==> config.mk <==
export PLATFORM = sky130hd
export DESIGN_NAME = mrr_top
export DESIGN_NICKNAME = d
export VERILOG_FILES = /design/src/mrr_pkg.sv /design/src/mrr_req_if.sv /design/src/mrr_top.sv /design/src/mrr_decode.sv /design/src/mrr_temp.sv
export VERILOG_INCLUDE_DIRS = /design/src /design/src/src
export SDC_FILE = /design/constraint.sdc
export NUM_CORES = 1
export LEC_CHECK = 0
export BUFFER_PORTS_ARGS = -buffer_cell sky130_fd_sc_hd__buf_4
export CAP_MARGIN = 20
export CORE_MARGIN = 5
export CORE_UTILIZATION = 45
export DETAILED_ROUTE_END_ITERATION = 8
export PLACE_DENSITY = 0.7
export SETUP_SLACK_MARGIN = 0.15
export SYNTH_ARGS = -nofsm -noshare
export SYNTH_HDL_FRONTEND = slang
export SYNTH_HIERARCHICAL = 1
export SYNTH_SLANG_ARGS = --single-unit
export TNS_END_PERCENT = 20
==> constraint.sdc <==
create_clock -name clk_sys -period 2.35 [get_ports clk_sys]
set_clock_uncertainty 0.15 [all_clocks]
set_input_delay 0.235 -clock clk_sys [delete_from_list [all_inputs] [get_ports clk_sys]]
set_output_delay 0.235 -clock clk_sys [all_outputs]
set_load 0.01 [all_outputs]
==> src/mrr_params.svh <==
`ifndef MRR_PARAMS_SVH
`define MRR_PARAMS_SVH
// Functional notes
// - read command: select low, lines 3..0 = 1000
// - address: falling bits 1..0, rising bits 9..4
// - first beat carries register byte after latency
// - other beats, upper lanes: defined-level filler
// - pattern registers: every beat carries pattern
// - all strobe pairs toggle whole burst
// - read burst always eight beats
// - temperature status readable by mode read
// - temperature status refreshed within 32 ms
// - two fixed calibration pattern registers
// - patterns A 10101010, B 00110010 bit times
// - pattern reads: each lane replicates its lowest line
`define MRR_ADDR_TEMP      8'h04
`define MRR_ADDR_PAT_A     8'h20
`define MRR_ADDR_PAT_B     8'h28
`define MRR_PAT_A          8'h55
`define MRR_PAT_B          8'h4C
`define MRR_BEATS          4'h8
`define MRR_READ_LAT       8
`define MRR_TSI_MS         32
`define MRR_CLK_MHZ        250
`define MRR_TSI_CYC        (`MRR_TSI_MS * 1000 * `MRR_CLK_MHZ)
`define MRR_TEMP_RST       8'h03
`endif

==> src/mrr_pkg.sv <==
package mrr_pkg;
  // burst engine states
  typedef enum logic [1:0] {
    MRR_IDLE = 2'b00,
    MRR_WAIT = 2'b01,
    MRR_BURST = 2'b10
  } mrr_state_t;
  // kind of register being read
  typedef enum logic [1:0] {
    MRR_K_PLAIN = 2'b00,
    MRR_K_PAT_A = 2'b01,
    MRR_K_PAT_B = 2'b10
  } mrr_kind_t;
endpackage

==> src/mrr_req_if.sv <==
`timescale 1ns/1ps
// carries a decoded read request from the decoder to the burst engine
interface mrr_req_if;
  logic                 valid;  // one-cycle request pulse
  logic [7:0]           addr;   // register address
  mrr_pkg::mrr_kind_t   kind;   // plain or pattern
  modport src (output valid, output addr, output kind);
  modport dst (input valid, input addr, input kind);
endinterface

==> src/mrr_top.sv <==
`timescale 1ns/1ps
`include "mrr_params.svh"
// mode register read-back path: decode, latency, eight-beat burst
module mrr_top #(
  parameter int unsigned READ_LAT = `MRR_READ_LAT,
  parameter int unsigned TSI_CYC  = `MRR_TSI_CYC,
  parameter int unsigned LANES    = 4
) (
  // clock and reset
  input  wire logic                 clk_sys,
  input  wire logic                 rst_b,
  // command bus pins, halves presented per cycle
  input  wire logic                 cs_b,
  input  wire logic [9:0]           ca_rise,
  input  wire logic [9:0]           ca_fall,
  // configuration registers of the device (byte view)
  input  wire logic [7:0]           cfg_byte,
  input  wire logic [7:0]           sensor_code,
  input  wire logic                 lp_exit,
  // data and strobe outputs
  output logic [8*LANES-1:0]        dq_out,
  output logic                      dq_oe,
  output logic [LANES-1:0]          dqs_out,
  output logic                      dqs_oe,
  // status
  output logic [7:0]                cfg_addr,
  output logic                      busy
);
  import mrr_pkg::*;
  ////////////////////////////////////////////////////////////////////
  // pin synchronisers: two flops on command, sensor_code and lp_exit pins; cfg_byte goes to the engine unsynchronised
  logic        cs_m, cs_s;
  logic [9:0]  car_m, car_s, caf_m, caf_s;
  logic [7:0]  sen_m, sen_s;
  logic        lpx_m, lpx_s;
  always_ff @(posedge clk_sys or negedge rst_b) begin
    if (!rst_b) begin
      cs_m <= 1'b1;
      cs_s <= 1'b1;
      car_m <= 10'h000;
      car_s <= 10'h000;
      caf_m <= 10'h000;
      caf_s <= 10'h000;
      sen_m <= 8'h00;
      sen_s <= 8'h00;
      lpx_m <= 1'b0;
      lpx_s <= 1'b0;
    end else begin
      cs_m <= cs_b;
      cs_s <= cs_m;
      car_m <= ca_rise;
      car_s <= car_m;
      caf_m <= ca_fall;
      caf_s <= caf_m;
      sen_m <= sensor_code;
      sen_s <= sen_m;
      lpx_m <= lp_exit;
      lpx_s <= lpx_m;
    end
  end
  ////////////////////////////////////////////////////////////////////
  // sub-blocks
  mrr_req_if req ();
  logic [7:0] temp_status;
  mrr_decode u_dec (
    .clk_sys (clk_sys),
    .rst_b   (rst_b),
    .cs_b    (cs_s),
    .ca_rise (car_s),
    .ca_fall (caf_s),
    .req     (req)
  );
  mrr_temp #(.TSI_CYC(TSI_CYC)) u_temp (
    .clk_sys     (clk_sys),
    .rst_b       (rst_b),
    .sensor_code (sen_s),
    .lp_exit     (lpx_s),
    .temp_status (temp_status)
  );
  ////////////////////////////////////////////////////////////////////
  // burst engine
  // one bit per beat; replicated on all eight lines of each lane
  function automatic logic [8*LANES-1:0] lane_fill(input logic b);
    lane_fill = {(8*LANES){b}};
  endfunction
  mrr_state_t          st_q, st_d;
  logic [7:0]          lat_q, lat_d;
  logic [3:0]          beat_q, beat_d;
  logic [7:0]          data_q, data_d;
  mrr_kind_t           kind_q, kind_d;
  logic [7:0]          addr_q, addr_d;
  logic [8*LANES-1:0]  dq_q, dq_d;
  logic                oe_q, oe_d;
  logic [LANES-1:0]    dqs_q, dqs_d;
  logic [7:0]          pat;
  // next state; controller keeps quiet during a read so requests mid-burst are ignored
  always_comb begin
    st_d   = st_q;
    lat_d  = lat_q;
    beat_d = beat_q;
    data_d = data_q;
    kind_d = kind_q;
    addr_d = addr_q;
    dq_d   = dq_q;
    oe_d   = 1'b0;
    dqs_d  = {LANES{1'b0}};
    pat    = (kind_q == MRR_K_PAT_A) ? `MRR_PAT_A : `MRR_PAT_B;
    unique case (st_q)
      MRR_IDLE: begin
        dq_d = '0;
        if (req.valid) begin
          addr_d = req.addr;
          kind_d = req.kind;
          // pick source byte: temperature status or configuration byte
          data_d = (req.addr == `MRR_ADDR_TEMP) ? temp_status : cfg_byte;
          lat_d  = 8'(READ_LAT);
          st_d   = MRR_WAIT;
        end
      end
      MRR_WAIT: begin
        // no new command is expected here
        lat_d = lat_q - 8'h01;
        if (lat_q <= 8'h01) begin
          st_d   = MRR_BURST;
          beat_d = 4'h0;
        end
      end
      MRR_BURST: begin
        oe_d  = 1'b1;
        dqs_d = {LANES{~beat_q[0]}};
        if (kind_q != MRR_K_PLAIN) begin
          dq_d = lane_fill(pat[beat_q[2:0]]);
        end else if (beat_q == 4'h0) begin
          dq_d = '0;
          dq_d[7:0] = data_q;
        end else begin
          dq_d = '0;
        end
        beat_d = beat_q + 4'h1;
        if (beat_q == `MRR_BEATS - 4'h1) begin
          st_d = MRR_IDLE;
        end
      end
      // two-bit state has one unused code; fall back to idle
      default: begin
        st_d = MRR_IDLE;
      end
    endcase
  end
  // register the engine
  always_ff @(posedge clk_sys or negedge rst_b) begin
    if (!rst_b) begin
      st_q   <= MRR_IDLE;
      lat_q  <= 8'h00;
      beat_q <= 4'h0;
      data_q <= 8'h00;
      kind_q <= MRR_K_PLAIN;
      addr_q <= 8'h00;
      dq_q   <= '0;
      oe_q   <= 1'b0;
      dqs_q  <= '0;
    end else begin
      st_q   <= st_d;
      lat_q  <= lat_d;
      beat_q <= beat_d;
      data_q <= data_d;
      kind_q <= kind_d;
      addr_q <= addr_d;
      dq_q   <= dq_d;
      oe_q   <= oe_d;
      dqs_q  <= dqs_d;
    end
  end
  // busy flag registered from next state so it stays a flop output
  logic busy_q;
  always_ff @(posedge clk_sys or negedge rst_b) begin
    if (!rst_b) begin
      busy_q <= 1'b0;
    end else begin
      // the last beat is still on the pins when the engine returns to idle
      busy_q <= (st_d != MRR_IDLE) || oe_d;
    end
  end
  assign dq_out   = dq_q;
  assign dq_oe    = oe_q;
  assign dqs_out  = dqs_q;
  assign dqs_oe   = oe_q;
  assign cfg_addr = addr_q;
  assign busy     = busy_q;
endmodule

==> src/mrr_decode.sv <==
`timescale 1ns/1ps
`include "mrr_params.svh"
// decodes the command bus; rising half and falling half come as one pair
module mrr_decode (
  // clock and reset
  input  wire logic    clk_sys,
  input  wire logic    rst_b,
  // synchronised command bus
  input  wire logic    cs_b,
  input  wire logic [9:0] ca_rise,
  input  wire logic [9:0] ca_fall,
  // decoded request
  mrr_req_if.src       req
);
  import mrr_pkg::*;
  logic              valid_q, valid_d;
  logic [7:0]        addr_q, addr_d;
  mrr_kind_t         kind_q, kind_d;
  // next-value decode
  always_comb begin
    valid_d = ~cs_b & (ca_rise[3:0] == 4'h8);
    addr_d  = {ca_rise[9:4], ca_fall[1:0]};
    if (addr_d == `MRR_ADDR_PAT_A) begin
      kind_d = MRR_K_PAT_A;
    end else if (addr_d == `MRR_ADDR_PAT_B) begin
      kind_d = MRR_K_PAT_B;
    end else begin
      kind_d = MRR_K_PLAIN;
    end
  end
  // register the decode
  always_ff @(posedge clk_sys or negedge rst_b) begin
    if (!rst_b) begin
      valid_q <= 1'b0;
      addr_q  <= 8'h00;
      kind_q  <= MRR_K_PLAIN;
    end else begin
      valid_q <= valid_d;
      addr_q  <= addr_d;
      kind_q  <= kind_d;
    end
  end
  assign req.valid = valid_q;
  assign req.addr  = addr_q;
  assign req.kind  = kind_q;
endmodule

==> src/mrr_temp.sv <==
`timescale 1ns/1ps
`include "mrr_params.svh"
// temperature status: samples the sensor code at a fixed interval
module mrr_temp #(
  parameter int unsigned TSI_CYC = `MRR_TSI_CYC
) (
  // clock and reset
  input  wire logic       clk_sys,
  input  wire logic       rst_b,
  // sensor side (already synchronised)
  input  wire logic [7:0] sensor_code,
  input  wire logic       lp_exit,
  // held status
  output logic [7:0]      temp_status
);
  logic [31:0] cnt_q, cnt_d;
  logic [7:0]  stat_q, stat_d;
  // update on interval wrap or on leaving a low-power state
  always_comb begin
    cnt_d  = cnt_q + 32'd1;
    stat_d = stat_q;
    if (lp_exit || cnt_q >= TSI_CYC - 1) begin
      cnt_d  = 32'd0;
      stat_d = sensor_code;
    end
  end
  always_ff @(posedge clk_sys or negedge rst_b) begin
    if (!rst_b) begin
      cnt_q  <= 32'd0;
      stat_q <= `MRR_TEMP_RST;
    end else begin
      cnt_q  <= cnt_d;
      stat_q <= stat_d;
    end
  end
  assign temp_status = stat_q;
endmodule

==> metrics.md, run 1 <==
| Metric | Value |
|---|---|
| Minimum clock period | about 2.1 ns |
| Post-Layout Cell Count | between 700 and 800 |
| Final antenna diode count | 0 |
| Max clock buf depth | 2 |
| Worst r2r path cells | 7 |
| Worst EP arrival | roughly 2.2 ns |
| Synth Instances | between 400 and 500 |
| CTS tree | yes |
| DRC violations left | 0 |
| Kind of critical path | reg2reg |
| Worst Setup Slack, final | between 0.2 and 0.3 ns |
| Die Ht | approximately 120 um |
| Dpl ws | around 0.25 ns |
| Critical path depth | 7 |
| Clk slew on worst S/H paths | around 0.060 ns |
| DR vias/cell | roughly 5 |
| Root Buffer | clkbuf_16 |
| Final ANT Viol Nets | 0 |
| Total Routed Length | between 9 and 10 mm |
| Max Slew Vio Count | 0 |
| CP max-delay cell | dfrtp_1 |
| Worst-path fanout max | 11 |
| Worst r2r src | u_temp/cnt_q[0] |
| Max-slew headroom | between 40% and 50% |
| Vias in the first global route | around 3600 |
| R2R Path End | u_temp/temp_status[7] |
| Power per cell area | 966 mW/mm^2 |
| Wire length per cell | about 14 um |
| RSZ-0062 raised after global routing | no |
| Rows | 40 |
| Port Buf Inserts | between 70 and 80 |
| Final Hold Fails | 0 |
| Total Die Area | around 0.014 sq mm |
| Post-DP HPWL | 6.63 mm |
| Total GRT Usage | between 10% and 20% |
| Flop-to-flop setup slack | 0.26 ns |
| Routability Congestion | 0.856 |
| Clk sinks | between 100 and 150 |
| Synth Area per Inst | roughly 12 sq um |
| Fin nets | just over 600 |
| Final Cycle Share | a little under 90% |
| Req. time, crit path | ~2.5 ns |
| Placed Cells | 655 |
| Mapped cell area | roughly 0.0055 sq mm |
| Largest net degree at the start of global routing | between 70 and 80 |
| IO Pins | 87 |
| CP Capture Type | flip-flop |
| Initial Util | 45.8% |
| Leak Pwr | ~3.3 nW |
| Synth warn | 6 |
| Initial antenna violation count | 0 |
| Total clock buffers created by CTS | 17 |
| Share of post-route cells with drive strength above 1 | approximately a quarter |
| Worst min-delay path category | in2async |
| Maximum VDD drop | a little under 0.6 mV |
| Vias | roughly 3600 |
| Clock Latency Late Sink | roughly 0.41 ns |
| Maximum cell stage delay along the critical path | between 0.4 and 0.5 ns |
| Startpoint Class | flip-flop |
| CP Cell Sequence | ha_1 -> nand4_1 -> nor2_2 -> a21oi_1 -> o21ai_4 -> buf_12 -> mux2_2 |
| Drt first pass iters | 4 |
| Cell family with most CP delay | flip-flops |
| Global-route wire length before repair | between 15 and 20 mm |
| Core box area | 0.0120 sq mm |
| Die width | around 120 um |
| Initial drt markers | ~180 |
| Worst Tran Pin Value | approximately 0.76 ns |
| Area Growth Syn to Fin | 28.9% |
| Crit path buf inv count | 1 |
| # setup viols final | 0 |
| Max Clk Rate | 478 MHz |
| TNS Setup | 0 ns |
| H-tree depth | 4 |
| Max Cap Viol | 0 |
| Total gr overflow | 0 |
| Status | finished clean |
[where the power goes]
group          internal (mW)  switching (mW)  total [mW]
combinational          0.502           0.564        1.07
sequential              2.72           0.295        3.02
clock                   1.63            1.11        2.74
[cell type report]
class,instances,area (sq um)
Clock inverter,15,193
Inverter,10,37.5
Fill cell,934,4890
Multi-Input combinational cell,270,1710
Clock buffer,17,425
Timing Repair Buffer,122,1040
Tap cell,147,184
Sequential cell,139,3480
[through the flow]
step / cell area, sq um / power, mW / utilization, % / hold slack [ns]
6_report: 7070 / 6.83 / 59.1 / 0.122
5_1_grt: 7070 / 7.18 / 59.1 / 0.157
4_1_cts: 7020 / 6.89 / 58.7 / 0.121
3_5_place_dp: 6100 / 4.09 / 51.0 / 0.0189
3_3_place_gp: 6100 / 4.03 / 51.0 / 0.00883
2_1_floorplan: 5510 / 3.66 / - / -0.211
[registers in the layout, indices dropped and copies added (netlist names), 2 cells and up]
name / flops
beat_q: 4
u_temp/temp_status: 8
st_q: 2
caf_m: 2
car_m: 10
dq_out: 9
sen_m: 8
lat_q: 8
caf_s: 2
kind_q: 2
cfg_addr: 8
data_q: 8
u_dec/req.addr: 8
sen_s: 8
u_dec/req.kind: 2
car_s: 10
u_temp/cnt_q: 32
[cells in the final DEF, fill, tap and decap left out, types with 3 or more instances in the layout]
master and count:
and3_1 5, clkbuf_16 18, o21ai_0 16, nor2_1 28
dfrtp_1 135, a21o_1 3, o211ai_1 9, nand4_1 12
xnor2_1 12, nor4_1 6, inv_8 5, xor2_1 8
ha_1 5, nand3_1 19, mux2_4 6, inv_6 6
nand3b_1 3, conb_1 9, mux2i_1 3, nand2_1 59
buf_4 88, nor3_1 8, inv_1 10, dlygate4sd3_1 31
nand2b_1 7, a21oi_1 12, dfstp_2 4
[how the worst max path moves through the flow]
stage	startpoint	end	slack (ns)
6_report	u_temp/cnt_q[0]	u_temp/temp_status[7]	0.26
5_1_grt	u_temp/cnt_q[26]	u_temp/temp_status[7]	0.15
4_1_cts	u_temp/cnt_q[0]	u_temp/temp_status[7]	0.22
3_5_place_dp	u_temp/cnt_q[0]	u_temp/temp_status[7]	0.25
3_3_place_gp	u_temp/cnt_q[0]	u_temp/temp_status[7]	0.29
2_1_floorplan	u_temp/cnt_q[0]	u_temp/temp_status[2]	0.40
[routing by layer]
metal,share of wire (%),track usage [%],vias to the layer above
met5,0,0,-
met4,2.0,5.95,0
met3,5.6,4.30,18
met2,48,23.5,101
met1,44,18.3,1750
li1,-,-,1734
[repair_timing]
| action | in CTS | in global routing |
|---|---|---|
| endpoints found under the hold margin | 55 | 0 |
| setup endpoints to repair | 0 | 7 |
| hold buffers | 31 | 0 |
| gates resized for setup | 0 | 2 |
| setup buffers | 0 | 1 |
Note: power is estimated with default switching activity, not from simulation.
==> run 2, diff against run 1 <==
PLACE_DENSITY = 0.77   (was 0.7)
RECOVER_POWER = 25   (was default)
==> metrics.md, run 2 (synthesized netlist as in run 1, its figures left out) <==
| Metric | Value |
|---|---|
| Commonest non-fill, non-tap cell in the layout | dfrtp_1 |
| Minimum clock period | 2.12 ns |
| Worst setup path end | u_temp/temp_status[6] |
| Global-route wire length before repair | 17.8 mm |
| Worst-path fanout max | 25 |
| Final Hold Fails | 0 |
| Initial drt markers | ~160 |
| Final Cycle Share | approximately nine tenths |
| Clk sinks | between 100 and 150 |
| Number of setup buffers added after CTS | 0 |
| Port Buf Inserts | slightly below 80 |
| Utilization after layout | 58.3% |
| DR vias/cell | about 5.1 |
| Total Die Area | between 0.01 and 0.015 sq mm |
| # fillers | around 900 |
| Largest net degree at the start of global routing | 75 |
| Placed Area | between 0.006 and 0.007 sq mm |
| Die Ht | 120 um |
| Root Buffer | clkbuf_16 |
| Rows | 40 |
| Flop-to-flop setup slack | between 0.2 and 0.25 ns |
| Largest registers | u_temp/cnt_q x32, car_m x10, car_s x10 |
| Leading cell types in the layout, fill and taps excluded | dfrtp_1 (135), buf_4 (63), nand2_1 (59) |
| # setup viols final | 0 |
| Fin nets | approximately 600 |
| Worst min-delay path category | reg2reg |
| Final ANT Viol Nets | 0 |
| Max-slew headroom | 8.74% |
| Maximum VDD drop | between 0.5 and 0.6 mV |
| Total GRT Usage | 15.4% |
| Total clock buffers created by CTS | 17 |
| IO Pins | between 80 and 90 |
| R2R Path End | u_temp/temp_status[6] |
| Total gr overflow | 0 |
| Final antenna diode count | 0 |
| Final Power | between 6 and 7 mW |
| Max Cap Viol | 0 |
| CP Capture Type | flip-flop |
| Vias | 3645 |
| Power per cell area | 943 mW/mm^2 |
| Status | finished clean |
| H-tree depth | 4 |
| Worst EP arrival | 2.26 ns |
| CTS tree | yes |
| Clk slew on worst S/H paths | around 0.060 ns |
| RSZ-0062 raised after global routing | no |
| Drt first pass iters | 5 |
| Worst Tran Pin Value | approximately 1.4 ns |
| DRC violations left | 0 |
| TNS Setup | 0 ns |
| CP Launch Point | u_temp/cnt_q[0] |
| Post-DP HPWL | just under 7 mm |
| Max clock buf depth | 2 |
| Share of post-route cells with drive strength above 1 | about 26% |
| Initial Util | 45.8% |
| Worst r2r path cells | 7 |
| Total Routed Length | about 10 mm |
| Max Slew Vio Count | 0 |
| Core box area | between 0.01 and 0.015 sq mm |
| Fin area | 0.00697 sq mm |
| Clock Latency Late Sink | 0.41 ns |
| Area Growth Syn to Fin | 27.2% |
| Reg with most FFs | u_temp/cnt_q |
| Startpoint Class | flip-flop |
| Worst r2r src | u_temp/cnt_q[0] |
| Req. time, crit path | roughly 2.5 ns |
| Routability Congestion | slightly below 0.8 |
| Largest register FFs | 32 |
| Max Clk Rate | approximately 470 MHz |
| Leak Pwr | between 3 and 4 nW |
| Kind of critical path | reg2reg |
| Wire length per cell | roughly 14 um |
| Initial antenna violation count | 0 |
| Die width | 120 um |
| Vias in the first global route | between 3000 and 4000 |
## run 2: changes by cell type in the layout (fill, tap and decap cells not counted), moves of 2 or more
cell and change:
inv_8 -5, clkbuf_1 +3, clkinv_2 +3, clkinvlp_4 +3, clkbuf_4 +22, buf_4 -25
clkinv_4 +2, inv_6 -3
## run 2: layout make-up
cell class / count / area [sq um] / share of cell area (%)
Sequential cell: 139 / 3480 / 49.9
Multi-Input combinational cell: 270 / 1710 / 24.5
Timing Repair Buffer: 120 / 1010 / 14.5
Clock buffer: 19 / 433 / 6.21
Tap cell: 147 / 184 / 2.64
Clock inverter: 13 / 119 / 1.70
Inverter: 10 / 37.5 / 0.538
## run 2: worst min-delay path by stage
stage / to / slack, ns / start / cells after the start
final: sen_s[7] / 0.19 / sen_m[7] / 0
after global routing: sen_s[2] / 0.20 / sen_m[2] / 0
after CTS: u_temp/cnt_q[29] / 0.13 / rst_b / 2
after detailed placement: u_temp/cnt_q[29] / 0.009 / rst_b / 1
after global placement: u_temp/cnt_q[29] / 0.007 / rst_b / 1
after floorplan: beat_q[0] / -0.21 / rst_b / 0
## run 2: where the power goes
part	internal [mW]	switching, mW	leakage, nW	total, mW
logic	0.504	0.598	1.21	1.10
clock network	1.46	0.993	0.260	2.45
registers	2.73	0.293	1.73	3.02
## run 2: routing by layer
metal  global-route usage [%]  vias up  share of wire [%]
li1                         -     1741                  -
met3                     4.12       10                5.4
met2                     26.4      107                 51
met4                     6.09        0                1.5
met1                     18.5     1787                 42
met5                        0        -                  0
## run 2: metrics by stage
step	std cells	setup WS (ns)	hold slack, ns
final	718	0.232	0.195
after global routing	718	0.156	0.203
after CTS	718	0.154	0.129
after detailed placement	655	0.176	0.00917
after global placement	655	0.282	0.00654
after floorplan	462	0.399	-0.211
## run 2: timing repair
action,in CTS,in global routing
resized for setup,0,2
endpoints found under the hold margin,165,0
hold buffers,31,0
setup endpoints to repair,0,7
## run 2: worst max-delay path, stage by stage, from the launching register on
cell	delay [ns]
dfrtp_1	0.42
ha_1	0.25
nand4_1	0.16
nor2_2	0.18
a21oi_1	0.12
o21ai_2	0.20
buf_12	0.20
mux2_4	0.31
